## src/core/ppr_defines.svh

```systemverilog
`ifndef PPR_DEFINES_SVH
`define PPR_DEFINES_SVH
// Return codes
`define PPR_RC_OK 8'h00
`define PPR_RC_CHANGE 8'h90
`define PPR_RC_LEN_SHORT 8'h91
`define PPR_RC_LEN_ZERO 8'h92
// Field positions
`define PPR_RSW_CHG_BIT 7
`define PPR_ST_JUMPER_BIT 7
`define PPR_ST_PARITY_BIT 2
`define PPR_VB_RSVD_MASK 7'h38
// Widths and reset values
`define PPR_LEN_W 24
`define PPR_RSW_RESET 16'h0000
// Timing
`define PPR_CLK_KHZ 20000
`define PPR_REFRESH_MS 30
`define PPR_REFRESH_CYC (`PPR_REFRESH_MS * `PPR_CLK_KHZ)
`endif

```

## src/core/ppr_pkg.sv

```systemverilog
package ppr_pkg;
  `include "ppr_defines.svh"

  // Print command fields
  typedef struct packed {
    logic [`PPR_LEN_W-1:0] bus_len;
    logic [`PPR_LEN_W-1:0] prn_count;
  } ppr_cmd_t;

  // Seven-word response block plus status snapshot
  typedef struct packed {
    logic [15:0] response_status_word;
    logic [4:0][15:0] rsvd;
    logic [15:0] err_word;
    logic [7:0] prn_status;
  } ppr_rsp_t;

  typedef enum logic [2:0] {
    PPR_IDLE = 3'b000,
    PPR_CHECK = 3'b001,
    PPR_FETCH = 3'b010,
    PPR_WAIT = 3'b011,
    PPR_SEND = 3'b100,
    PPR_DONE = 3'b101
  } ppr_state_t;
endpackage

```

## src/core/ppr_status_snap.sv

```systemverilog
`timescale 1ns/1ps
`include "ppr_defines.svh"
module ppr_status_snap (
  input wire logic clock,
  input wire logic sys_rst,
  input wire logic jumper_pin,
  input wire logic [6:0] line_pins,
  input wire logic chg_enable,
  input wire logic [6:0] line_int_en,
  output logic [7:0] status,
  output logic line_chg,
  output logic chg_evt
);
  import ppr_pkg::*;

  typedef struct packed {
    logic [7:0] s1;
    logic [7:0] s2;
    logic [7:0] prev;
    logic [1:0] fill;
    logic primed;
    logic line_chg;
    logic chg_evt;
  } ppr_snap_t;

  ppr_snap_t s_ff;
  ppr_snap_t nxt_s;
  logic [6:0] rise;
  logic [6:0] fall;
  logic [6:0] watch;

  // -------------------------------------------------
  // Synchronise pins and detect edges
  // -------------------------------------------------
  always_comb begin
    nxt_s = s_ff;
    nxt_s.s1 = {jumper_pin, line_pins};
    nxt_s.s2 = s_ff.s1;
    nxt_s.prev = s_ff.s2;
    // Edges count only once prev holds a synchronised sample, so none follows reset
    nxt_s.fill = {s_ff.fill[0], 1'b1};
    nxt_s.primed = s_ff.fill[1];
    rise = s_ff.s2[6:0] & ~s_ff.prev[6:0];
    fall = ~s_ff.s2[6:0] & s_ff.prev[6:0];
    // Variant B reserved lines never count as changes
    watch = s_ff.s2[`PPR_ST_JUMPER_BIT] ? 7'h7F : ~`PPR_VB_RSVD_MASK;
    // Parity error reports only its activation in variant A
    if (s_ff.s2[`PPR_ST_JUMPER_BIT]) begin
      fall[`PPR_ST_PARITY_BIT] = 1'b0;
    end
    nxt_s.line_chg = s_ff.primed && (((rise | fall) & watch) != 7'h00);
    nxt_s.chg_evt = s_ff.primed && chg_enable &&
                    (((rise | fall) & watch & line_int_en) != 7'h00);
  end

  // State register
  always_ff @(posedge clock) begin
    if (sys_rst) begin
      s_ff <= '0;
    end else begin
      s_ff <= nxt_s;
    end
  end

  // Bit 7 is the jumper, bits 6..0 the lines
  assign status = s_ff.s2;
  assign line_chg = s_ff.line_chg;
  assign chg_evt = s_ff.chg_evt;
endmodule // ppr_status_snap

```

## src/core/ppr_port.sv

```systemverilog
`timescale 1ns/1ps
`include "ppr_defines.svh"
module ppr_port #(
  parameter int REFRESH_CYC = `PPR_REFRESH_CYC
) (
  input wire logic clock,
  input wire logic sys_rst,
  input wire logic jumper_pin,
  input wire logic [6:0] line_pins,
  input wire logic chg_enable,
  input wire logic [6:0] line_int_en,
  input wire logic cmd_valid,
  input wire ppr_pkg::ppr_cmd_t cmd,
  output logic cmd_ready,
  output logic dma_req_valid,
  output logic dma_req_long,
  output logic [`PPR_LEN_W-1:0] dma_req_offs,
  input wire logic dma_req_ready,
  input wire logic dma_rd_valid,
  input wire logic [31:0] dma_rd_data,
  output logic prn_valid,
  output logic [7:0] prn_byte,
  input wire logic prn_ready,
  output logic rsp_valid,
  output ppr_pkg::ppr_rsp_t rsp,
  input wire logic rsp_ready,
  output logic [7:0] shared_status
);
  import ppr_pkg::*;

  localparam logic [19:0] TICK_LAST = 20'(REFRESH_CYC - 1);

  typedef struct packed {
    ppr_state_t state;
    ppr_cmd_t cmd;
    logic [`PPR_LEN_W-1:0] bus_left;
    logic [`PPR_LEN_W-1:0] prn_left;
    logic [`PPR_LEN_W-1:0] offs;
    logic [31:0] buf_word;
    logic [2:0] buf_cnt;
    logic req_valid;
    logic req_long;
    logic [7:0] rc;
    ppr_rsp_t rsp;
    logic rsp_valid;
    logic chg_pend;
    logic [7:0] shared;
    logic [19:0] tick;
    logic prn_valid;
    logic [7:0] prn_byte;
  } ppr_port_st_t;

  ppr_port_st_t s_ff;
  ppr_port_st_t nxt_s;
  logic [7:0] st_now;
  logic line_chg;
  logic chg_evt;

  // -------------------------------------------------
  // Printer status lines
  // -------------------------------------------------
  ppr_status_snap u_snap (
    .clock(clock),
    .sys_rst(sys_rst),
    .jumper_pin(jumper_pin),
    .line_pins(line_pins),
    .chg_enable(chg_enable),
    .line_int_en(line_int_en),
    .status(st_now),
    .line_chg(line_chg),
    .chg_evt(chg_evt)
  );

  // Build one response block
  function automatic ppr_rsp_t mk_rsp(input logic chg, input logic [7:0] rc,
                                      input logic [7:0] st);
    ppr_rsp_t r;
    r = '0;
    r.response_status_word = `PPR_RSW_RESET;
    r.response_status_word[`PPR_RSW_CHG_BIT] = chg;
    r.err_word = {8'h00, rc};
    r.prn_status = st;
    return r;
  endfunction

  // -------------------------------------------------
  // Command sequencer and response poster
  // -------------------------------------------------
  always_comb begin
    nxt_s = s_ff;
    // Handshakes retire
    if (s_ff.prn_valid && prn_ready) begin
      nxt_s.prn_valid = 1'b0;
    end
    if (s_ff.rsp_valid && rsp_ready) begin
      nxt_s.rsp_valid = 1'b0;
    end
    // Periodic refresh timer
    if (s_ff.tick >= TICK_LAST) begin
      nxt_s.tick = 20'h00000;
      nxt_s.shared = st_now;
    end else begin
      nxt_s.tick = s_ff.tick + 20'h00001;
    end
    // Refresh on any monitored line change
    if (line_chg) begin
      nxt_s.shared = st_now;
    end
    case (s_ff.state)
      PPR_IDLE: begin
        if (cmd_valid) begin
          nxt_s.cmd = cmd;
          nxt_s.state = PPR_CHECK;
        end
      end
      PPR_CHECK: begin
        nxt_s.bus_left = s_ff.cmd.bus_len;
        nxt_s.prn_left = s_ff.cmd.prn_count;
        nxt_s.offs = '0;
        nxt_s.buf_cnt = 3'h0;
        if (s_ff.cmd.bus_len == '0 && s_ff.cmd.prn_count == '0) begin
          nxt_s.rc = `PPR_RC_OK;
          nxt_s.state = PPR_DONE;
        end else if (s_ff.cmd.bus_len == '0) begin
          nxt_s.rc = `PPR_RC_LEN_ZERO;
          nxt_s.state = PPR_DONE;
        end else if (s_ff.cmd.bus_len < s_ff.cmd.prn_count) begin
          nxt_s.rc = `PPR_RC_LEN_SHORT;
          nxt_s.state = PPR_DONE;
        end else begin
          nxt_s.rc = `PPR_RC_OK;
          nxt_s.state = PPR_FETCH;
        end
      end
      PPR_FETCH: begin
        // No further word is fetched once the printer count is reached
        if (s_ff.prn_left == '0 || s_ff.bus_left == '0) begin
          if (!s_ff.prn_valid) begin
            nxt_s.state = PPR_DONE;
          end
        end else begin
          nxt_s.req_valid = 1'b1;
          nxt_s.req_long = (s_ff.bus_left >= `PPR_LEN_W'(4));
          nxt_s.state = PPR_WAIT;
        end
      end
      PPR_WAIT: begin
        if (s_ff.req_valid && dma_req_ready) begin
          nxt_s.req_valid = 1'b0;
        end
        if (!s_ff.req_valid && dma_rd_valid) begin
          // Big-endian lanes: first byte sits in the top lane, or in bits 15:8 for a two-byte fetch
          if (s_ff.req_long) begin
            nxt_s.buf_word = dma_rd_data;
            nxt_s.buf_cnt = 3'h4;
            nxt_s.bus_left = s_ff.bus_left - `PPR_LEN_W'(4);
            nxt_s.offs = s_ff.offs + `PPR_LEN_W'(4);
          end else begin
            nxt_s.buf_word = {dma_rd_data[15:0], 16'h0000};
            nxt_s.buf_cnt = 3'h2;
            nxt_s.bus_left = (s_ff.bus_left > `PPR_LEN_W'(2)) ?
                             s_ff.bus_left - `PPR_LEN_W'(2) : '0;
            nxt_s.offs = s_ff.offs + `PPR_LEN_W'(2);
          end
          nxt_s.state = PPR_SEND;
        end
      end
      PPR_SEND: begin
        if (!nxt_s.prn_valid) begin
          if (s_ff.buf_cnt != 3'h0 && s_ff.prn_left != '0) begin
            nxt_s.prn_byte = s_ff.buf_word[31:24];
            nxt_s.prn_valid = 1'b1;
            nxt_s.buf_word = {s_ff.buf_word[23:0], 8'h00};
            nxt_s.buf_cnt = s_ff.buf_cnt - 3'h1;
            nxt_s.prn_left = s_ff.prn_left - `PPR_LEN_W'(1);
          end else begin
            // Pad bytes left in the buffer are dropped
            nxt_s.buf_cnt = 3'h0;
            nxt_s.state = PPR_FETCH;
          end
        end
      end
      PPR_DONE: begin
        if (!nxt_s.rsp_valid) begin
          nxt_s.rsp = mk_rsp(1'b0, s_ff.rc, st_now);
          nxt_s.rsp_valid = 1'b1;
          nxt_s.shared = st_now;
          nxt_s.state = PPR_IDLE;
        end
      end
      default: begin
        nxt_s.state = PPR_IDLE;
      end
    endcase
    // Status-change block when the response slot is free
    if (s_ff.state != PPR_DONE && s_ff.chg_pend && !nxt_s.rsp_valid) begin
      nxt_s.rsp = mk_rsp(1'b1, `PPR_RC_CHANGE, st_now);
      nxt_s.rsp_valid = 1'b1;
      nxt_s.chg_pend = 1'b0;
    end
    // A new change wins over the clear
    if (chg_evt) begin
      nxt_s.chg_pend = 1'b1;
    end
  end

  // State register
  always_ff @(posedge clock) begin
    if (sys_rst) begin
      s_ff <= '0;
    end else begin
      s_ff <= nxt_s;
    end
  end

  // Outputs
  assign cmd_ready = (s_ff.state == PPR_IDLE);
  assign dma_req_valid = s_ff.req_valid;
  assign dma_req_long = s_ff.req_long;
  assign dma_req_offs = s_ff.offs;
  assign prn_valid = s_ff.prn_valid;
  assign prn_byte = s_ff.prn_byte;
  assign rsp_valid = s_ff.rsp_valid;
  assign rsp = s_ff.rsp;
  assign shared_status = s_ff.shared;
endmodule // ppr_port

```

## config.mk

```make
export PLATFORM = sky130hd
export DESIGN_NAME = ppr_port
export DESIGN_NICKNAME = d
export VERILOG_FILES = /design/src/core/ppr_pkg.sv /design/src/core/ppr_status_snap.sv /design/src/core/ppr_port.sv
export VERILOG_INCLUDE_DIRS = /design/src /design/src/core
export SDC_FILE = /design/constraint.sdc
export NUM_CORES = 1
export LEC_CHECK = 0
export ABC_AREA = 1
export BUFFER_PORTS_ARGS = -buffer_cell sky130_fd_sc_hd__buf_2
export CAP_MARGIN = 20
export CORE_MARGIN = 2
export CORE_UTILIZATION = 49
export CTS_CLUSTER_SIZE = 10
export DETAILED_ROUTE_END_ITERATION = 7
export GPL_TIMING_DRIVEN = 0
export PLACE_DENSITY = 0.72
export SLEW_MARGIN = 40
export SYNTH_ARGS = -nofsm -noshare
export SYNTH_HDL_FRONTEND = slang
export SYNTH_SLANG_ARGS = --single-unit
```

## constraint.sdc

```tcl
create_clock -name clock -period 2.7 [get_ports clock]
set_clock_uncertainty 0.05 [all_clocks]
set_input_delay 0.135 -clock clock [delete_from_list [all_inputs] [get_ports clock]]
set_output_delay 0.135 -clock clock [all_outputs]
set_load 0.01 [all_outputs]
```

== Word level (Yosys, flattened, before mapping) ==
Cells that the tools add are included.
Cells by class
  $add $sub $neg: 7
  magnitude comparators: 4
  equal/unequal tests: 16
  mux-type cells: 48
  bitwise operators: 10
  reduce and logical (&&, ||, !) cells: 43
Operators with widths (count)
  113-bit two-way mux: 2
  24-bit case mux with 2 select lines: 3
  24-bit two-way mux: 5
  59-bit two-way mux: 2
  114-bit two-way mux: 1
  24-bit logical NOT: 4
  32-bit case mux with 2 select lines: 1
  8-bit two-way mux: 7
  51-bit two-way mux: 1
  35-bit two-way mux: 1
  32-bit two-way mux: 1
  3-bit two-way mux: 10
  7-bit AND: 4
  9-bit two-way mux: 3
  24-bit by 2-bit adder with 24-bit output, second input constant: 1
  24-bit by 3-bit adder with 24-bit output, second input constant: 1
  24-bit by 3-bit greater-or-equal comparator with 1-bit output, second input constant: 1
  24-bit by 2-bit greater-than comparator with 1-bit output, second input constant: 1
  24-bit less-than comparator: 1
  24-bit nonzero test: 1
  24-bit by 1-bit subtractor with 24-bit output, second input constant: 1
  24-bit by 2-bit subtractor with 24-bit output, second input constant: 1
  24-bit by 3-bit subtractor with 24-bit output, second input constant: 1
  20-bit by 1-bit adder with 20-bit output, second input constant: 1
  other kinds (30): 73
Storage, ports and cells
  register bits after elaboration: 252
  bits of input ports: 103
  word-level logic and storage cells: 157

== Depth between registers and ports, before layout ==
  depth in word-level cells: 9
  mapped depth: 15

== By module ==
Synthesis repeated with hierarchy kept, for this count alone.
Second synthesis, totals
  cell total of the unflattened synthesis: 1992
  area, all modules: 13630.6 µm²
By module, submodules not included
  ppr_port: times used 1, cells an instance 1858, area each 12607.1 µm²
  ppr_status_snap: times used 1, cells an instance 134, area each 1023.5 µm²

== Worst setup path after synthesis ==
No wires, ideal clock.
  kind: reg-to-reg
  from: reg s_ff[254] (netlist bit)
  to: reg s_ff[271] (netlist bit)
  arrival time: 1.724 ns
  slack: 0.794 ns
  stages on the path, launching flop included: 15
  clock period less this slack: 1.906 ns
  cell sequence: dfxtp_1 -> inv_1 -> ha_1 -> nand2_1 -> inv_1 -> nor2_1 -> nand2_1 -> nand2_1 -> nand2_1 -> nand2_1 -> inv_2 -> nand2_1 -> nor2_1 -> o21ai_0 -> a21oi_1
On the way
  longest elaborated chain between the ends: 5
  elaborated cells between the ends (all ways): 7
  those cells by class: add/sub (2); order compare (1); mux (4)
Ends and longest elaborated chain
  from (decl): line ppr_port.sv:53  | ppr_port_st_t s_ff;
  from (signal assigned): line ppr_port.sv:212  | s_ff <= nxt_s;
  24-bit by 2-bit subtractor with 24-bit output / 24-bit by 2-bit greater-than comparator with 1-bit output (equally long branches): line ppr_port.sv:162, ppr_port.sv:161
  24-bit two-way mux: line ppr_port.sv:161  | nxt_s.bus_left = (s_ff.bus_left > `PPR_LEN_W'(2)) ?
  24-bit two-way mux (*): line ppr_port.sv:153  | if (s_ff.req_long) begin
  24-bit two-way mux (*): line ppr_port.sv:151  | if (!s_ff.req_valid && dma_rd_valid) begin
  24-bit case mux with 2 select lines (*): line ppr_port.sv:109  | case (s_ff.state)
Every way passes the cells marked *; elsewhere a longest branch is shown, timed or not. The select of a mux whose other input is x is not followed.
A chain may end at the register's enable or synchronous reset.

== Worst setup path after layout ==
  from: reg s_ff[254] (netlist bit)
  to: reg s_ff[261] (netlist bit)
The elaborated chain is that of the path after synthesis.

==> summary.txt <==
CTS
  – Clk Latency, worst-skew pair: 0.54 ns
  – CTS sink cnt: 241
  – Cts bufs inserted: 28
  – Clock H-tree levels: 1
  – CTS tree: done
  – Clk root buf: clkbuf_16
  – Setup bufs post-CTS: 0
  – Clock tree buffer depth: 3
  – Clock transition at path regs: 0.06 ns

Drt
  – DR WL/cell: 15.57 µm
  – Vias per inst: 5.193
  – Vias: 13.99k
  – Total routed wirelength: 41930 µm
  – Starting DRT DRC Count: 1352
  – 1st-pass router iterations: 6
  – Post-route ant nets: 0
  – Post-route DRC: 0

STA
  – Max-slew violation count: 0
  – Final Hold Fails: 0
  – # setup viols final: 0
  – Worst Tran Pin Value: 0.7911 ns
  – Setup TNS: 0 ns
  – Final setup margin: 0.2312 ns
  – Period minus WS final: 2.469 ns
  – Period utilization: 0.9144
  – Fmax: 405.1 MHz
  – Max-Slew Margin vs Limit: 0.4726
  – RSZ-0062 raised after global routing: no

Logic synthesis
  – Area share of the largest cell type after synthesis: 0.3567
  – Seq/Total Area, Yosys: 0.3567
  – Mapped cell area: 0.01353 mm²
  – Cell count after synthesis: 1963
  – Ys flop type: dfxtp_1
  – Synth Register Bits: 241
  – Unique cell type count in the Yosys netlist: 47
  – Number of flops mapped to enable cells by yosys: 0
  – Syn. warnings: 0
  – Fraction of registers with async set/reset: 0
  – Mean post-synth cell area: 6.891 µm²
  – Area leader, netlist: dfxtp_1
  – Most area-consuming cells after synthesis: dfxtp_1 (36%), buf_4 (9.1%), nand2_1 (8.7%)

Layout
  – Finished Layout Cells: 2694
  – ANT cells: 0
  – Layout cells sized above 1: 0.1764
  – Post-synthesis to final-layout area growth: 24.24%
  – Most frequent cells in the layout: nand2_1 (313), dfxtp_1 (241), inv_1 (227), o21ai_0 (209), a21oi_1 (196)
  – NumNets Final: 2483
  – Most common cell after layout, fill and taps aside: nand2_1

Global route
  – Vias in the first global route: 12.90k
  – Largest net degree at the start of global routing: 15
  – Antenna violations before repair: 0
  – Global route overflow: 0
  – Global-route wire length before repair: 64810 µm
  – Total GRT Usage: 0.2793

Status
  – Status: finished, final reports clean

Setup path
  – Worst EP arrival: 2.90 ns
  – Critical Path RT: 3.13 ns
  – Worst Path Max Fanout: 7
  – Setup CP Type: reg2reg
  – Critical-path cell list: inv_2 -> ha_1 -> nand2_1 -> nor2_1 -> o21ai_0 -> or2_0 -> o21ai_0 -> a22oi_1 -> nor2_1
  – Crit. End Element: flip-flop
  – Type of origin of the critical path: flip-flop
  – Slowest-stage cell, CP: dfxtp_1
  – CP top delay family: simple AND/OR/NAND/NOR gates
  – Max incr delay on CP: 0.38 ns
  – CP bufs+invs: 1

Floorplan
  – Die W: 170.2 µm
  – I/O Pins: 268
  – Rows: 60
  – Core ar.: 0.02703 mm²
  – Starting density of the core: 0.5005
  – Chip height: 170.2 µm
  – Die ar.: 0.02895 mm²

Placed design
  – HPWL after DPL: 31230 µm
  – Port Buffers: 159
  – Post-place setup slack: 0.1213 ns
  – Cells after DPL: 2570
  – RePlAce Congestion: 0.9322

Power and ir drop
  – PD cells: 992.1 mW/mm²
  – Lkg Pwr: 7.845 nW
  – Max VDD drop: 548.7 µV

Flow run
  – Max-cap violation count: 0

Hold path
  – HP Class: in2reg
[power by group]
part           internal, mW  total [mW]  leakage [nW]  switching, mW
clock network          1.90        3.35         0.372           1.45
registers              4.23        4.85          1.96          0.624
logic                  2.76        8.47          5.51           5.71
[worst paths after layout]
check | from | slack, ns | endpoint | depth (start not counted)
worst max-delay path | s_ff[254] | 0.23 | s_ff[261] | 9
worst min-delay path | dma_rd_data[20] | 0.04 | s_ff[192] | 4
worst max register to register | s_ff[254] | 0.23 | s_ff[261] | 9
worst min register to register | u_snap.nxt_s[19] | 0.34 | u_snap.status[6] | 2
[synth_stat cells, types with 5 or more instances]
library cell    n
a21oi_1       196
xor2_1         19
a31oi_1        35
nor3_1         20
nand4_1        38
ha_1           33
buf_4         164
nand2_1       314
o21ai_0       209
dfxtp_1       241
o21ai_1         5
a22oi_1         7
clkbuf_1       54
xnor2_1         6
nand3_1        93
or2_2          14
inv_1         228
nor2_2          9
inv_2           7
buf_2          15
o211ai_1       20
nor2_1        192
[stage by stage]
step                      cell area [µm²]  hold WS [ns]  total power [mW]  utilization
after floorplan                     13930        0.1920             10.66            -
after global placement              15150        0.2894             12.78       0.5606
after detailed placement            15150        0.2937             12.95       0.5606
after CTS                           16800       0.01752             16.42       0.6218
after global routing                16810       0.04998             17.87       0.6219
final                               16810       0.04173             16.67       0.6219
[worst register-to-register path, delay by kind of cell (launching register included)]
kind / cells / cell delay [ns]
compound gates: 3 / 0.54
fa+ha+maj: 1 / 0.32
buf+inv: 1 / 0.18
flops: 1 / 0.38
simple gates: 4 / 0.94
[cells by family after synthesis]
family | synth area share
flops | 0.3567
xor+xnor | 0.01619
fa+ha+maj | 0.03052
compound gates | 0.1937
other cells | 0.0002772
buf+inv | 0.1782
simple gates | 0.2245
[flip-flops by register name, indices dropped and copies added (netlist names), 8 cells and up]
signal         cells
u_snap.nxt_s      10
dma_req_offs      23
shared_status      8
prn_byte           8
s_ff             158
rsp               12
u_snap.s_ff        8
u_snap.status      8
[per-layer routing]
layer  track usage  routed length [µm]
met3       0.03558                3088
met1        0.3644               18170
met5             0                   0
met4        0.1119                1595
met2        0.4687               19080
[cell type report]
cell class	instances	area [µm²]
Buffer	235	1516
Clock buffer	35	747.0
Clock inverter	1	16.27
Fill cell	2489	10220
Inverter	237	889.6
Multi-Input combinational cell	1356	6699
Sequential cell	241	4825
Tap cell	341	426.7
Timing Repair Buffer	248	1687
[timing repair]
action                                  4_1_cts  5_1_grt
endpoints found under the setup margin        0       12
resized for setup                             0        3
hold endpoints to repair                     94        0
hold buffers                                 89        0
Note: power is estimated with default switching activity, not from simulation.
